$ cat src/hdl/fpla_cell_regs.svh
// Fuse positions, field offsets and status addresses of the macrocell fabric.
// Assumes the configuration port addresses single fuse bits by fuse number.
`ifndef FPLA_CELL_REGS_SVH
`define FPLA_CELL_REGS_SVH

`define ADDR_W 14
`define DATA_W 32

// Cell counts
`define NUM_DED_INPUTS 10
`define NUM_PIN_CELLS 10
`define NUM_HIDDEN_CELLS 8

// Hidden cell n: three fuses from 8154 + 3n
`define FUSE_HIDDEN_BASE 14'h1FDA
`define FUSE_HIDDEN_STRIDE 3
`define FUSE_HIDDEN_LAST 14'h1FF1

// Pin-driving cell n: four fuses from 8178 + 4n, cell 9 ends at 8217
`define FUSE_PIN_BASE 14'h1FF2
`define FUSE_PIN_STRIDE 4
`define FUSE_PIN_LAST 14'h2019

// Input sections
`define FUSE_DED_SYNC 14'h201A
`define FUSE_DED_LATCH 14'h201B
`define FUSE_PIN_IN_SYNC 14'h201C
`define FUSE_PIN_IN_LATCH 14'h201D
`define FUSE_LAST 14'h201D

// Fuse store: index = fuse number - first fuse
`define CFG_BITS 68
`define CFG_IDX_W 7
`define CFG_PIN_BASE_IDX 24
`define CFG_DED_SYNC_IDX 64
`define CFG_DED_LATCH_IDX 65
`define CFG_PIN_IN_SYNC_IDX 66
`define CFG_PIN_IN_LATCH_IDX 67

// Field offsets inside one cell's fuse group
`define FLD_CLK_SEL 0
`define FLD_SYNC_SEL 1
`define FLD_EN_POL 2
`define FLD_DATA_POL 3

// Status words, read only
`define ADDR_STAT_PIN_CELLS 14'h0000
`define ADDR_STAT_HIDDEN 14'h0001
`define ADDR_STAT_INPUTS 14'h0002

`endif

$ cat src/hdl/fpla_pkg.sv
// Types shared by the macrocell fabric and its cells.
// Assumes the fuse layout of fpla_cell_regs.svh.
package fpla_pkg;

  typedef struct packed {
    logic data_term_polarity;
    logic enable_term_polarity;
    logic cell_sync_select;
    logic clk_sel;
  } cell_cfg_t;

  typedef enum logic [2:0] {
    CELL_COMB = 3'h1,
    CELL_SUMCLK = 3'h2,
    CELL_CLKEN = 3'h4
  } cell_mode_t;

  typedef enum logic [2:0] {
    IN_ASYNC = 3'h1,
    IN_LATCH = 3'h2,
    IN_REG = 3'h4
  } in_mode_t;

  typedef struct packed {
    logic [9:0] data;
    logic [9:0] enable;
    logic [9:0] oe;
  } pin_terms_t;

  typedef struct packed {
    logic [7:0] data;
    logic [7:0] enable;
  } hidden_terms_t;

  typedef struct packed {
    logic [9:0] ded_in;
    logic [9:0] pin_in;
    logic [9:0] pin_cell;
    logic [7:0] hidden_true;
    logic [7:0] hidden_comp;
  } feedback_t;

  function automatic cell_mode_t cell_mode_of(input cell_cfg_t cfg);
    if (!cfg.cell_sync_select) begin
      return CELL_COMB;
    end
    return cfg.clk_sel ? CELL_CLKEN : CELL_SUMCLK;
  endfunction : cell_mode_of

  function automatic in_mode_t input_mode_of(input logic sync_sel, input logic latch_sel);
    if (!sync_sel) begin
      return IN_ASYNC;
    end
    return latch_sel ? IN_LATCH : IN_REG;
  endfunction : input_mode_of

endpackage : fpla_pkg

$ cat src/hdl/logic_cell.sv
// One buried or pin-driving macrocell: polarity XORs, three modes, shared reset.
// Assumes one system clock; the output-side clock arrives as a one-cycle rise pulse.
`timescale 1ns/1ps
`default_nettype none

module logic_cell (
  input wire logic i_mclk,
  input wire logic i_rst_b,
  input wire fpla_pkg::cell_cfg_t i_cfg,
  input wire logic i_data_term,
  input wire logic i_enable_term,
  input wire logic i_reset_term,
  input wire logic i_output_side_clock_rise,
  output logic o_value,
  output logic o_q
);
  import fpla_pkg::*;

  cell_mode_t mode;
  logic d_in;
  logic en_in;
  logic en_prev;
  logic q;

  assign mode = cell_mode_of(i_cfg);
  assign d_in = i_data_term ^ i_cfg.data_term_polarity;
  assign en_in = i_enable_term ^ i_cfg.enable_term_polarity;

  // Sum-term clock is seen as a rising edge of the polarised term
  always_ff @(posedge i_mclk or negedge i_rst_b) begin
    if (!i_rst_b) begin
      en_prev <= 1'b0;
    end else begin
      en_prev <= en_in;
    end
  end

  always_ff @(posedge i_mclk or negedge i_rst_b) begin
    if (!i_rst_b) begin
      q <= 1'b0;
    end else if (i_reset_term) begin
      q <= 1'b0;
    end else begin
      case (mode)
        CELL_CLKEN: begin
          if (i_output_side_clock_rise && en_in) begin
            q <= d_in;
          end
        end
        CELL_SUMCLK: begin
          if (en_in && !en_prev) begin
            q <= d_in;
          end
        end
        CELL_COMB: begin
          q <= q;
        end
        default: begin
          q <= q;
        end
      endcase
    end
  end

  // Reset term also masks q at once, so the clear is seen in the same cycle
  always_comb begin
    case (mode)
      CELL_COMB: o_value = d_in;
      CELL_SUMCLK, CELL_CLKEN: o_value = i_reset_term ? 1'b0 : q;
      default: o_value = d_in;
    endcase
  end

  assign o_q = q;

endmodule : logic_cell

`default_nettype wire

$ cat src/hdl/fpla_macrocell_logic.sv
// Macrocell fabric around an external AND/OR array: two input sections,
// eight hidden state cells, ten pin-driving cells and the fuse store.
// Assumes the array's sum and product terms arrive as synchronous inputs,
// and both the input-side and output-side clocks are sampled on i_mclk.
`timescale 1ns/1ps
`default_nettype none

`include "fpla_cell_regs.svh"

// Overview of operation
// - Each input section runs as a whole: pass-through, latch, or register.
// - Input-side clock is latch enable when latched, register clock when registered.
// - Dedicated and pin input sections each keep their own mode.
// - Eight hidden state cells feed only the array, never a pin.
// - Ten pin-driving cells drive a pin and feed the array.
// - Each cell is combinatorial, sum-term clocked register, or clock-enable register.
// - Each pin is bidirectional; its own product term sets direction.
// - Pin cell data term passes a per-cell XOR for true or inverted output.
// - Every cell's enable/clock term passes a polarity XOR.
// - Hidden cells give both true and complemented outputs to the array.
// - Clock-enable mode loads on output-side clock only while enable is true.
// - Sum-term clock mode: always enabled, enable term clocks the register.
// - One active-high reset term clears all cell registers to zero.
// - A cleared register shows as one at its pin through the inverting buffer.
// - Pin cells always feed their value back from before the buffer.
// - Pins also feed back through the pin input section.
// - Dedicated inputs use fuses 8218, 8219; pin inputs use 8220, 8221.
// - Pin cell n has four fuses from 8178 plus 4n, ending at 8217.
// - Hidden cell n has three fuses from 8154 plus 3n, ending at 8177.
module fpla_macrocell_logic (
  input wire logic i_mclk,
  input wire logic i_rst_b,
  input wire logic [13:0] i_addr,
  input wire logic [31:0] i_wdata,
  input wire logic i_wr,
  input wire logic i_rd,
  output logic [31:0] o_rdata,
  input wire logic i_input_side_clock,
  input wire logic i_output_side_clock,
  input wire logic [9:0] i_ded_pin,
  input wire logic [9:0] i_io_pin,
  output logic [9:0] o_io_pin,
  output logic [9:0] o_io_oe,
  input wire fpla_pkg::pin_terms_t i_pin_terms,
  input wire fpla_pkg::hidden_terms_t i_hidden_terms,
  input wire logic i_reset_term,
  output fpla_pkg::feedback_t o_feedback
);
  import fpla_pkg::*;

  // Fuse store and bus
  logic [`CFG_BITS-1:0] cfg_bits;
  logic [31:0] next_rdata;
  logic [31:0] status_word;
  logic wr_hit;
  logic [`CFG_IDX_W-1:0] wr_idx;
  logic [`CFG_IDX_W-1:0] rd_idx;

  // Clock edge detection
  logic input_side_clock_prev;
  logic output_side_clock_prev;
  logic input_side_clock_rise;
  logic output_side_clock_rise;

  // Input sections
  in_mode_t ded_mode;
  in_mode_t pin_in_mode;
  logic [9:0] ded_held;
  logic [9:0] pin_in_held;
  logic [9:0] ded_value;
  logic [9:0] pin_in_value;

  // Cells
  cell_cfg_t pin_cfg [10];
  cell_cfg_t hidden_cfg [8];
  logic [9:0] pin_cell_value;
  logic [9:0] pin_cell_q;
  logic [7:0] hidden_value;
  logic [7:0] hidden_q;

  // Fuse number to store index; out-of-range numbers report a miss
  function automatic logic fuse_hit(input logic [13:0] addr);
    return (addr >= `FUSE_HIDDEN_BASE) && (addr <= `FUSE_LAST);
  endfunction : fuse_hit

  function automatic logic [`CFG_IDX_W-1:0] fuse_index(input logic [13:0] addr);
    logic [13:0] diff;
    diff = addr - `FUSE_HIDDEN_BASE;
    return diff[`CFG_IDX_W-1:0];
  endfunction : fuse_index

  // One input bit through its section: held value covers latch and register
  function automatic logic input_stage(
    input in_mode_t mode,
    input logic pin,
    input logic held,
    input logic input_side_clock
  );
    case (mode)
      IN_ASYNC: return pin;
      IN_LATCH: return input_side_clock ? pin : held;
      IN_REG: return held;
      default: return pin;
    endcase
  endfunction : input_stage

  function automatic logic [`CFG_IDX_W-1:0] cfg_idx(input int base, input int stride, input int n);
    int v;
    v = base + stride * n;
    return v[`CFG_IDX_W-1:0];
  endfunction : cfg_idx

  // One cell's fuse group from its first store index
  function automatic cell_cfg_t fuse_group(
    input logic [`CFG_BITS-1:0] bits,
    input logic [`CFG_IDX_W-1:0] first,
    input logic has_data_pol
  );
    cell_cfg_t c;
    c.clk_sel = bits[first + `CFG_IDX_W'(`FLD_CLK_SEL)];
    c.cell_sync_select = bits[first + `CFG_IDX_W'(`FLD_SYNC_SEL)];
    c.enable_term_polarity = bits[first + `CFG_IDX_W'(`FLD_EN_POL)];
    c.data_term_polarity = has_data_pol && bits[first + `CFG_IDX_W'(`FLD_DATA_POL)];
    return c;
  endfunction : fuse_group

  // Configuration writes. Fuses are meant to be static: rewriting them while
  // cells are registered may glitch a sum-term clock, so load before use.
  assign wr_hit = i_wr && fuse_hit(i_addr);
  assign wr_idx = fuse_index(i_addr);
  assign rd_idx = fuse_index(i_addr);

  always_ff @(posedge i_mclk or negedge i_rst_b) begin
    if (!i_rst_b) begin
      cfg_bits <= '0;
    end else if (wr_hit) begin
      cfg_bits[wr_idx] <= i_wdata[0];
    end
  end

  // Registered cells read as cleared while the reset term is high
  always_comb begin
    status_word = 32'h0000_0000;
    case (i_addr)
      `ADDR_STAT_PIN_CELLS: status_word[9:0] = i_reset_term ? 10'h000 : pin_cell_q;
      `ADDR_STAT_HIDDEN: status_word[7:0] = i_reset_term ? 8'h00 : hidden_q;
      `ADDR_STAT_INPUTS: status_word[19:0] = {pin_in_held, ded_held};
      default: status_word = 32'h0000_0000;
    endcase
  end

  // Read returns fuse bits or live status; unmapped addresses read zero
  always_comb begin
    next_rdata = 32'h0000_0000;
    if (i_rd) begin
      if (fuse_hit(i_addr)) begin
        next_rdata[0] = cfg_bits[rd_idx];
      end else begin
        next_rdata = status_word;
      end
    end
  end

  always_ff @(posedge i_mclk or negedge i_rst_b) begin
    if (!i_rst_b) begin
      o_rdata <= 32'h0000_0000;
    end else begin
      o_rdata <= next_rdata;
    end
  end

  // Both clocks are ordinary synchronous inputs, so one stage finds the edge
  always_ff @(posedge i_mclk or negedge i_rst_b) begin
    if (!i_rst_b) begin
      input_side_clock_prev <= 1'b0;
    end else begin
      input_side_clock_prev <= i_input_side_clock;
    end
  end

  always_ff @(posedge i_mclk or negedge i_rst_b) begin
    if (!i_rst_b) begin
      output_side_clock_prev <= 1'b0;
    end else begin
      output_side_clock_prev <= i_output_side_clock;
    end
  end

  assign input_side_clock_rise = i_input_side_clock && !input_side_clock_prev;
  assign output_side_clock_rise = i_output_side_clock && !output_side_clock_prev;

  // Input section modes, each from its own fuse pair
  assign ded_mode = input_mode_of(cfg_bits[`CFG_DED_SYNC_IDX],
                                  cfg_bits[`CFG_DED_LATCH_IDX]);
  assign pin_in_mode = input_mode_of(cfg_bits[`CFG_PIN_IN_SYNC_IDX],
                                     cfg_bits[`CFG_PIN_IN_LATCH_IDX]);

  // Dedicated input section holding stage
  always_ff @(posedge i_mclk or negedge i_rst_b) begin
    if (!i_rst_b) begin
      ded_held <= 10'h000;
    end else begin
      case (ded_mode)
        IN_LATCH: begin
          if (i_input_side_clock) begin
            ded_held <= i_ded_pin;
          end
        end
        IN_REG: begin
          if (input_side_clock_rise) begin
            ded_held <= i_ded_pin;
          end
        end
        IN_ASYNC: begin
          ded_held <= ded_held;
        end
        default: begin
          ded_held <= ded_held;
        end
      endcase
    end
  end

  // Pin input section holding stage
  always_ff @(posedge i_mclk or negedge i_rst_b) begin
    if (!i_rst_b) begin
      pin_in_held <= 10'h000;
    end else begin
      case (pin_in_mode)
        IN_LATCH: begin
          if (i_input_side_clock) begin
            pin_in_held <= i_io_pin;
          end
        end
        IN_REG: begin
          if (input_side_clock_rise) begin
            pin_in_held <= i_io_pin;
          end
        end
        IN_ASYNC: begin
          pin_in_held <= pin_in_held;
        end
        default: begin
          pin_in_held <= pin_in_held;
        end
      endcase
    end
  end

  always_comb begin
    for (int i = 0; i < `NUM_DED_INPUTS; i++) begin
      ded_value[i] = input_stage(ded_mode, i_ded_pin[i], ded_held[i],
                                 i_input_side_clock);
    end
  end

  // Pin levels return through this section whatever the drive direction
  always_comb begin
    for (int i = 0; i < `NUM_PIN_CELLS; i++) begin
      pin_in_value[i] = input_stage(pin_in_mode, i_io_pin[i], pin_in_held[i],
                                    i_input_side_clock);
    end
  end

  // Fuse groups of the pin-driving cells
  always_comb begin
    for (int n = 0; n < `NUM_PIN_CELLS; n++) begin
      pin_cfg[n] = fuse_group(cfg_bits, cfg_idx(`CFG_PIN_BASE_IDX, `FUSE_PIN_STRIDE, n),
                              1'b1);
    end
  end

  // Hidden cells have no data polarity fuse; polarity is chosen in the array
  always_comb begin
    for (int n = 0; n < `NUM_HIDDEN_CELLS; n++) begin
      hidden_cfg[n] = fuse_group(cfg_bits, cfg_idx(0, `FUSE_HIDDEN_STRIDE, n),
                                 1'b0);
    end
  end

  // Ten pin-driving cells, mode per cell from its sync and clock fuses
  for (genvar g = 0; g < `NUM_PIN_CELLS; g++) begin : g_pin_cell
    logic_cell u_cell (
      .i_mclk(i_mclk),
      .i_rst_b(i_rst_b),
      .i_cfg(pin_cfg[g]),
      .i_data_term(i_pin_terms.data[g]),
      .i_enable_term(i_pin_terms.enable[g]),
      .i_reset_term(i_reset_term),
      .i_output_side_clock_rise(output_side_clock_rise),
      .o_value(pin_cell_value[g]),
      .o_q(pin_cell_q[g])
    );
  end

  // Eight hidden state cells
  for (genvar g = 0; g < `NUM_HIDDEN_CELLS; g++) begin : g_hidden_cell
    logic_cell u_cell (
      .i_mclk(i_mclk),
      .i_rst_b(i_rst_b),
      .i_cfg(hidden_cfg[g]),
      .i_data_term(i_hidden_terms.data[g]),
      .i_enable_term(i_hidden_terms.enable[g]),
      .i_reset_term(i_reset_term),
      .i_output_side_clock_rise(output_side_clock_rise),
      .o_value(hidden_value[g]),
      .o_q(hidden_q[g])
    );
  end

  // Pins: inverting buffer, direction from each cell's own product term
  assign o_io_pin = ~pin_cell_value;
  assign o_io_oe = i_pin_terms.oe;

  // Feedback into the array; hidden cells never reach a pin
  assign o_feedback.ded_in = ded_value;
  assign o_feedback.pin_in = pin_in_value;
  assign o_feedback.pin_cell = pin_cell_value;
  assign o_feedback.hidden_true = hidden_value;
  assign o_feedback.hidden_comp = ~hidden_value;

endmodule : fpla_macrocell_logic

`default_nettype wire

$ cat config.mk
export PLATFORM = sky130hd
export DESIGN_NAME = fpla_macrocell_logic
export DESIGN_NICKNAME = d
export VERILOG_FILES = /design/src/hdl/fpla_pkg.sv /design/src/hdl/logic_cell.sv /design/src/hdl/fpla_macrocell_logic.sv
export VERILOG_INCLUDE_DIRS = /design/src /design/src/hdl
export SDC_FILE = /design/constraint.sdc
export NUM_CORES = 1
export LEC_CHECK = 0
export ABC_AREA = 1
export BUFFER_PORTS_ARGS = -buffer_cell sky130_fd_sc_hd__clkbuf_2
export CAP_MARGIN = 20
export CORE_ASPECT_RATIO = 0.5
export CORE_MARGIN = 8
export CORE_UTILIZATION = 30
export DETAILED_ROUTE_END_ITERATION = 16
export RECOVER_POWER = 50
export SETUP_SLACK_MARGIN = 0.5
export SYNTH_ARGS = -nofsm -noshare
export SYNTH_HDL_FRONTEND = slang
export SYNTH_HIERARCHICAL = 1
export SYNTH_SLANG_ARGS = --single-unit
$ cat constraint.sdc
create_clock -name i_mclk -period 1.3 [get_ports i_mclk]
set_input_delay 0.13 -clock i_mclk [delete_from_list [all_inputs] [get_ports i_mclk]]
set_output_delay 0.13 -clock i_mclk [all_outputs]
set_load 0.01 [all_outputs]
# == Word level (Yosys, flattened, before mapping) ==
# Index checks and enable logic that the tools add are counted.
# totals
reg_bits,158
input_bits,119
wordCells,486
# op_classes
addsub,1
bitwise_logic,30
n_lt_le_gt_ge,4
eq_ne,82
n_reduce_logical,120
mux,207
# op_table
cell,n
$mux 3,40
$mux 1,113
$ne 3x2->1 const B,36
$pmux 1 s2,38
$bwmux 68,1
$eq 3x2->1 const B,20
$eq 3x3->1 const B,20
$mux 10,6
$reduce_and 3->1,20
$reduce_bool 3->1,18
$logic_and 1x1->1,41
$pmux 10 s2,2
$reduce_or 2->1,18
$xor 1x1->1,28
$pmux 8 s3,1
$logic_not 1->1,20
$mux 20,1
$mux 19,1
$eq 14x1->1 const B,1
$eq 14x2->1 const B,1
$ge 14x13->1 const B,1
$le 14x14->1 const B,1
$logic_not 14->1,1
$not 10->10,1
10 further kinds,14

# == Longest topological paths before layout ==
# Gate-level depths: netlist of the first run.
# logic_depth
ltp_word,6
ltp_mapped,13
ltp_nobuf,12

# == Modules after synthesis ==
# The synthesis of the first run kept the hierarchy.
# modules_own_cells
module,seq_area_each_um2,instances,area_each_um2,cells_per_inst
fpla_macrocell_logic,2752.6,1,6236.0,842
logic_cell,50.0,18,133.9,20

# == Least setup slack after synthesis of the first run ==
# No wires, ideal clock.
# synth_path
kind,in2reg
from,input i_addr[1]
to,register cfg_bits[6]
path_slack_ns,-0.552
path_buffers,0
arrival_ns,1.720
cell_stages,12
cell_sequence,clkinv_1 -> ha_1 -> inv_2 -> nand3_1 -> xor2_1 -> inv_1 -> nor2_4 -> nand2_2 -> clkinv_2 -> nand3_2 -> nand2_1 -> o21ai_1
# synth_between
elab_chain_len,6
elab_cells_between_ends,11
classes_between,add/sub (1); order compare (4); mux (3); reduce/logical (3)
# synth_rtl
element,line_no,source
start: declaration,fpla_macrocell_logic.sv:33,"input wire logic [13:0] i_addr,"
$sub 7x7->7 (no source line),--,
$lt 7x8->1 (not written as such) or $ge 7x1->1 (tied branches),fpla_macrocell_logic.sv:137,cfg_bits[wr_idx] <= i_wdata[0];
$logic_and 1x1->1 (not written as such),fpla_macrocell_logic.sv:137,
$mux 1 (not written as such),fpla_macrocell_logic.sv:137,
$demux 1 s7,fpla_macrocell_logic.sv:137,
$bwmux 68,fpla_macrocell_logic.sv:137,
end signal: indexed assignment,fpla_macrocell_logic.sv:137,
end: declaration,fpla_macrocell_logic.sv:52,logic [`CFG_BITS-1:0] cfg_bits;
# Parallel ways exist; a longest one is shown, timed or not.
# A chain may end at the register's enable or synchronous reset.

==> results of run 1 <==
-- layer usage --
layer / GRT usage, % / vias up
li1: - / 4570
met1: 22.8 / 4708
met2: 31.6 / 267
met3: 3.34 / 70
met4: 6.07 / 0
met5: 0 / -
-- sequential cells by signal, summed over array words and instances, names as in the netlist --
signal	flops
pin_in_held	10
o_rdata	20
ded_held	10
cfg_bits	68
g_pin_cell.u_cell/o_q	10
output_side_clock_prev	1
g_hidden_cell.u_cell/en_prev	8
input_side_clock_prev	1
g_hidden_cell.u_cell/o_q	8
g_pin_cell.u_cell/en_prev	10
-- per-stage QoR --
step | setup slack [ps] | std cells
2_1_floorplan | -128 | 1221
3_3_place_gp | -514 | 1855
3_5_place_dp | -554 | 1855
4_1_cts | -344 | 1982
5_1_grt | -419 | 2010
6_report | -352 | 2011
-- report_power, final --
part	internal, µW	switching (µW)
registers	4630	111
logic	1160	1550
clock network	3070	2060
total	8870	3710
-- kinds of logic after synthesis --
family	synth area share (%)
AND/OR/NAND/NOR	31.8
XOR/XNOR	2.45
other	0.0434
flip-flops	42.3
buffers and inverters	12.6
AO/OA/AOI/OAI	10.2
adder cells (fa/ha/maj)	0.579
-- cells in the mapped netlist --
library cell	n	share of area [%]
nand3_1	109	6.3
nand4_1	4	0.29
nand3_2	19	2.2
nand2_1	304	13
nand2_2	28	2.0
buf_1	2	0.087
clkinv_2	1	0.058
o21bai_1	1	0.087
buf_2	6	0.35
o221ai_1	1	0.10
nor2_1	103	4.5
nor3_2	2	0.23
xor2_1	20	2.0
xnor2_4	1	0.32
inv_4	1	0.072
clkbuf_1	16	0.69
ha_1	4	0.58
o21ai_1	75	4.3
conb_1	1	0.043
dfrtp_1	146	42
or2_2	6	0.43
nand4_2	1	0.14
nor2_4	9	1.2
a31oi_1	5	0.36
xnor2_1	1	0.10
o21ai_0	58	3.4
nand2_4	3	0.39
buf_4	22	1.9
inv_2	2	0.087
nor3_1	9	0.52
a21oi_1	34	2.0
buf_6	7	0.91
nor4_1	6	0.43
inv_1	192	8.3
clkinv_1	3	0.13
-- worst min-delay path by stage --
stage                          startpoint                                     end  slack (ps)  depth (start not counted)
after detailed placement          i_rst_b        output_side_clock_prev$_DFF_PN0_          20                          1
after global routing      i_pin_terms[17]  g_pin_cell[7].u_cell/en_prev$_DFF_PN0_         -50                          3
after floorplan                   i_rst_b                 cfg_bits[0]$_DFFE_PN0P_        -170                          0
final                     i_pin_terms[18]  g_pin_cell[8].u_cell/en_prev$_DFF_PN0_         -60                          3
after CTS                 i_pin_terms[18]  g_pin_cell[8].u_cell/en_prev$_DFF_PN0_         -60                          3
after global placement            i_rst_b        output_side_clock_prev$_DFF_PN0_          20                          1
-- area by class of cell --
type	count	share of cell area (%)
inverter	199	5.21
clock buffer	23	2.95
multi-input combinational	824	39.4
tap	391	3.15
sequential	146	23.5
timing repair buffer	418	24.9
antenna	1	0.0161
clock inverter	9	0.838
-- tightest hold or removal path, cell delays in order --
cell      delay (ps)
clkbuf_2          90
nand2_1           60
nand2_2           70
-- repair_timing --
action	CTS	global route
gates cloned	12	7
buffers inserted	59	21
pin swaps	95	90
hold endpoints to repair	186	16
gates resized for setup	248	321
setup endpoints to repair	202	209
==> impl_metrics.toml, run 1 <==
[worst_setup_path]
cpLargestDelayFamily = "flip-flops"
worstSetupStartpointType = "flop"
cp_num_buf_inv = 3
cp_max_fo = 5
worstPathArrival_ps = 1520
path_class = "flop to output pin"
r2r-start = "cfg_bits[63]$_DFFE_PN0P_"
worstPathRequired_ps = 1170
slowest_stage = "dfrtp_2"
reg2regPathDepth = 9
worstPathCellList = "nand2_4 > clkbuf_16 > nand2_2 > o21ai_1 > inv_1 > buf_6"
reg2reg_setup_slack_ps = -280
crit_cells = 6
worstReg2RegEnd = "o_rdata[0]$_DFF_PN0_"
crit_path_end_kind = "output pin"
max_stage_delay_ps = 440
crit_start = "cfg_bits[66]$_DFFE_PN0P_"
crit_end = "o_feedback[28]"

[layout]
fill_cells = 2430
seqCellArea_um2 = 3660
post-route-util_pct = 54.1
multi_input_area_um2 = 6120
final_nets = 1729
syn_to_final_growth_pct = 79.6
final_common_cell = "nand2_1"
final_area_um2 = 15500
drive_gt1_share_pct = 51.4
most-common-layout-cells = "206 x nand2_1, 164 x inv_1, 153 x buf_4, 144 x dfrtp_1, 99 x clkbuf_2"

[sta]
rsz0062_at_grt = "yes"
holdWs_ps = -61.9
fin_crit_sh_pct = 127
setup_ws_ps = -352
period_needed_ps = 1650
slew_viol_final = 0
hold_viol_final = 17
final-setup-viol-count = 123
fin_worst_skew_ps = 10.6
finalSetupTns_ps = -16350
fmax_mhz = 605
tightest_slew_ps = 788
relSlewSlack_pct = 47.5

[yosys]
yosys_warnings = 6
synth.avg_cell_area_um2 = 7.19
ys_types = 35
syn_area_um2 = 8650
synth_cells = 1202
ys_seq_area_share_pct = 42.3
ys_ff_latch = 146

[floorplanning]
initial_core_util_pct = 30.1
die_w_um = 256
dieArea_um2 = 34800
rows = 44
ios = 217
core_area_um2 = 28700
die_h_um = 136

[pwr]
finalPower_uw = 12600
power_density_nw_per_um2 = 810
p_leak_uw = 0.00736
vdd_drop_max_mv = 0.778

[clock_tree]
clkTransAtPathRegs_ps = 60
cts_tree = "yes"
cts.sinks = 146
cts_buffers = 17
clock_latency_ps = 440
cts_max_path_buffers = 2
hold_buffers = 24
cts_root_buf = "clkbuf_16"
htree_num_levels = 4

[detailed_routing]
route.met3.wl_um = 1730
vias = 9615
antenna_left = 0
routed_wirelength_um = 34900
routed.top_layer = "met4"
drcViolationCount = 0
wl_met2_um = 17800
first_pass_iters = 5
wl_per_cell_um = 17.3
drt_iter0_markers = 709
drt-met1-wl_um = 14400
viasPerCell = 4.78

[grt]
grt_pass1_vias = 9262
antenna_found_initial = 0
track_usage_pct = 18.2
grt_pass1_wl_um = 50400
overflow = 0
grt_max_degree = 47

[placed_design]
dpl_cell_area_um2 = 11200
gp_congestion = 0.872
portBuffers = 153
place_hpwl_um = 21600

[outcome]
status = "finished with violations"
violations = "negative hold slack, negative setup slack"

[run]
maxCapViolCount = 0

[worst_hold_path]
hp-class = "input port to flop"
(Power assumes the default switching activity.)
==> inputs of run 2 (changes only) <==
CORE_MARGIN = not set   (was 8)
SKIP_LAST_GASP = 1   (was not set)
clock period = 1.6 ns   (was 1.3 ns; I/O delays follow)
==> run 2 against run 1 <==
Compared with the run above:
- largest cell class unchanged
- via count down 1.6%
- the run ends with negative setup slack left
- cell area fell by 5.8%
- flip-flop and latch count unchanged
- largest power group unchanged
- final cell count is 1.6% lower
==> impl_metrics.toml, run 2 (synthesis results as in run 1) <==
[outcome]
status = "finished with violations"
violations = "negative setup slack"

[floorplanning]
dieArea_um2 = 29500
die_w_um = 242
die_h_um = 122
initial_core_util_pct = 30.8
core_area_um2 = 28000
rows = 43
ios = 217

[pwr]
p_switching_uw = 2890
p_leak_uw = 0.00683
power_frac_seq_pct = 38.9
vdd_drop_max_mv = 0.694
p_sw_share_pct = 29.3
clockPowerShare_pct = 40.5
share_comb_of_total_power_pct = 20.7
power_density_nw_per_um2 = 674
p_int_uw = 6970
finalPower_uw = 9860

[sta]
setup_ws_ps = -57.0
rsz0062_at_grt = "yes"
fin_crit_sh_pct = 104
fin_worst_skew_ps = 8.01
relSlewSlack_pct = 25.2
fmax_mhz = 603
tightest_slew_ps = 1120
hold_viol_final = 0
final-setup-viol-count = 17
slew_viol_final = 0
period_needed_ps = 1660

[layout]
top_register = "cfg_bits"
final_nets = 1707
syn_to_final_growth_pct = 69.3
final_area_um2 = 14600
antenna_cells = 0
drive_gt1_share_pct = 44.3
reg.largest.list = "cfg_bits: 68 flops, o_rdata: 20 flops"
multi_input_area_um2 = 5770
most-common-layout-cells = "252 x nand2_1, 181 x inv_1, 142 x buf_4, 138 x dfrtp_1, 114 x clkbuf_2"
seqCellArea_um2 = 3660
largest_reg_flops = 68
final_common_cell = "nand2_1"
fill_cells = 2417

[grt]
overflow = 0
grt_pass1_wl_um = 45900
grt_pass1_vias = 8620
antenna_found_initial = 0
track_usage_pct = 20.2
grt_max_degree = 58

[clock_tree]
clock_latency_ps = 440
cts_root_buf = "clkbuf_16"
cts_buffers = 17
cts_tree = "yes"
cts_max_path_buffers = 2
cts.sinks = 146
clkTransAtPathRegs_ps = 60
htree_num_levels = 4

[worst_setup_path]
reg2regPathDepth = 8
crit_path_end_kind = "output pin"
path_class = "flop to output pin"
r2r-start = "cfg_bits[43]$_DFFE_PN0P_"
reg2reg_setup_slack_ps = 140
worstPathArrival_ps = 1500
cp_max_fo = 6
worstSetupStartpointType = "flop"
crit_start = "cfg_bits[65]$_DFFE_PN0P_"
worstPathRequired_ps = 1440
worstReg2RegEnd = "o_rdata[0]$_DFF_PN0_"

[detailed_routing]
first_pass_iters = 5
antenna_left = 0
viasPerCell = 4.78
wl_per_cell_um = 16.5
vias = 9459
drt_iter0_markers = 717
drcViolationCount = 0
routed_wirelength_um = 32700

[worst_hold_path]
hp-class = "input port to flop"
holdPathEnd = "ded_held[8]$_DFFE_PN0P_"
hp-start = "i_ded_pin[8]"
min_path_cells = 3

[placed_design]
pre_cts_ws_ps = -315
place_hpwl_um = 20400
dpl_cell_area_um2 = 10700
portBuffers = 153
gp_congestion = 0.965

[run]
maxCapViolCount = 0
## run 2: cell types whose count changed in the layout (fill, tap and decap cells not counted), sizes merged
cell / previous run / this run
clkinvlp: 2 / 6
bufinv: 3 / 1
inv: 195 / 192
clkinv: 8 / 7
bufbuf: 0 / 1
dlygate4sd3: 24 / 40
buf: 285 / 233
diode: 1 / 0
clkbuf: 132 / 147
## run 2: how the worst max path moves through the flow
stage | cells past startpoint | slack, ps | end
CTS | 5 | -40 | o_io_pin[2]
detailed placement | 11 | -310 | cfg_bits[63]$_DFFE_PN0P_
floorplan | 10 | 140 | cfg_bits[4]$_DFFE_PN0P_
finish | 7 | -60 | o_feedback[40]
global route | 7 | -110 | o_feedback[40]
global placement | 11 | -260 | cfg_bits[15]$_DFFE_PN0P_
## run 2: worst max-delay path, stage by stage, from the launching register on
cell	delay (ps)
dfrtp_1	380
nand2_2	80
nand2_4	160
buf_6	150
nand2_1	60
o21ai_2	60
inv_1	60
clkbuf_2	120
## run 2: timing repair
action / 4_1_cts / 5_1_grt
setup buffers: 62 / 22
hold buffers: 40 / 0
endpoints found under the hold margin: 77 / 0
gates cloned: 7 / 12
pin swaps: 68 / 81
gates resized for setup: 188 / 320
endpoints found under the setup margin: 175 / 196
## run 2: metrics by stage
stage | instances | utilization [%] | hold WS [ps] | setup TNS, ps
floorplan | 1221 | - | -136 | 0
global placement | 1804 | 38.3 | 121 | -17770
detailed placement | 1804 | 38.3 | 125 | -18850
CTS | 1945 | 46.8 | 8.73 | -261
global route | 1979 | 52.2 | 1.27 | -3650
finish | 1979 | 52.2 | 6.98 | -465
## run 2: power groups by stage
stage,sequential (µW),clock (µW),combinational (µW)
detailed placement,3880,0,1420
CTS,3820,4040,1710
floorplan,3870,0,760
global route,3840,4170,2190
global placement,3880,0,1410
finish,3830,3990,2040
## run 2: cell type report
cell class	instances	area share, %
clock buffers	25	3.45
clock inverters	7	0.504
inverters	199	5.63
multi-input cells	824	39.4
flip-flops and latches	146	25.0
well taps	382	3.27
repair buffers	396	22.7
## run 2: metal layers
layer / vias to the layer above / track usage [%] / share of wire, % / routed length (µm)
met1: 4566 / 26.3 / 42 / 13900
met3: 60 / 4.49 / 5.6 / 1820
met4: 0 / 7.20 / 3.1 / 1010
met2: 302 / 33.1 / 49 / 16000
met5: - / 0 / 0 / 0
li1: 4531 / - / - / -
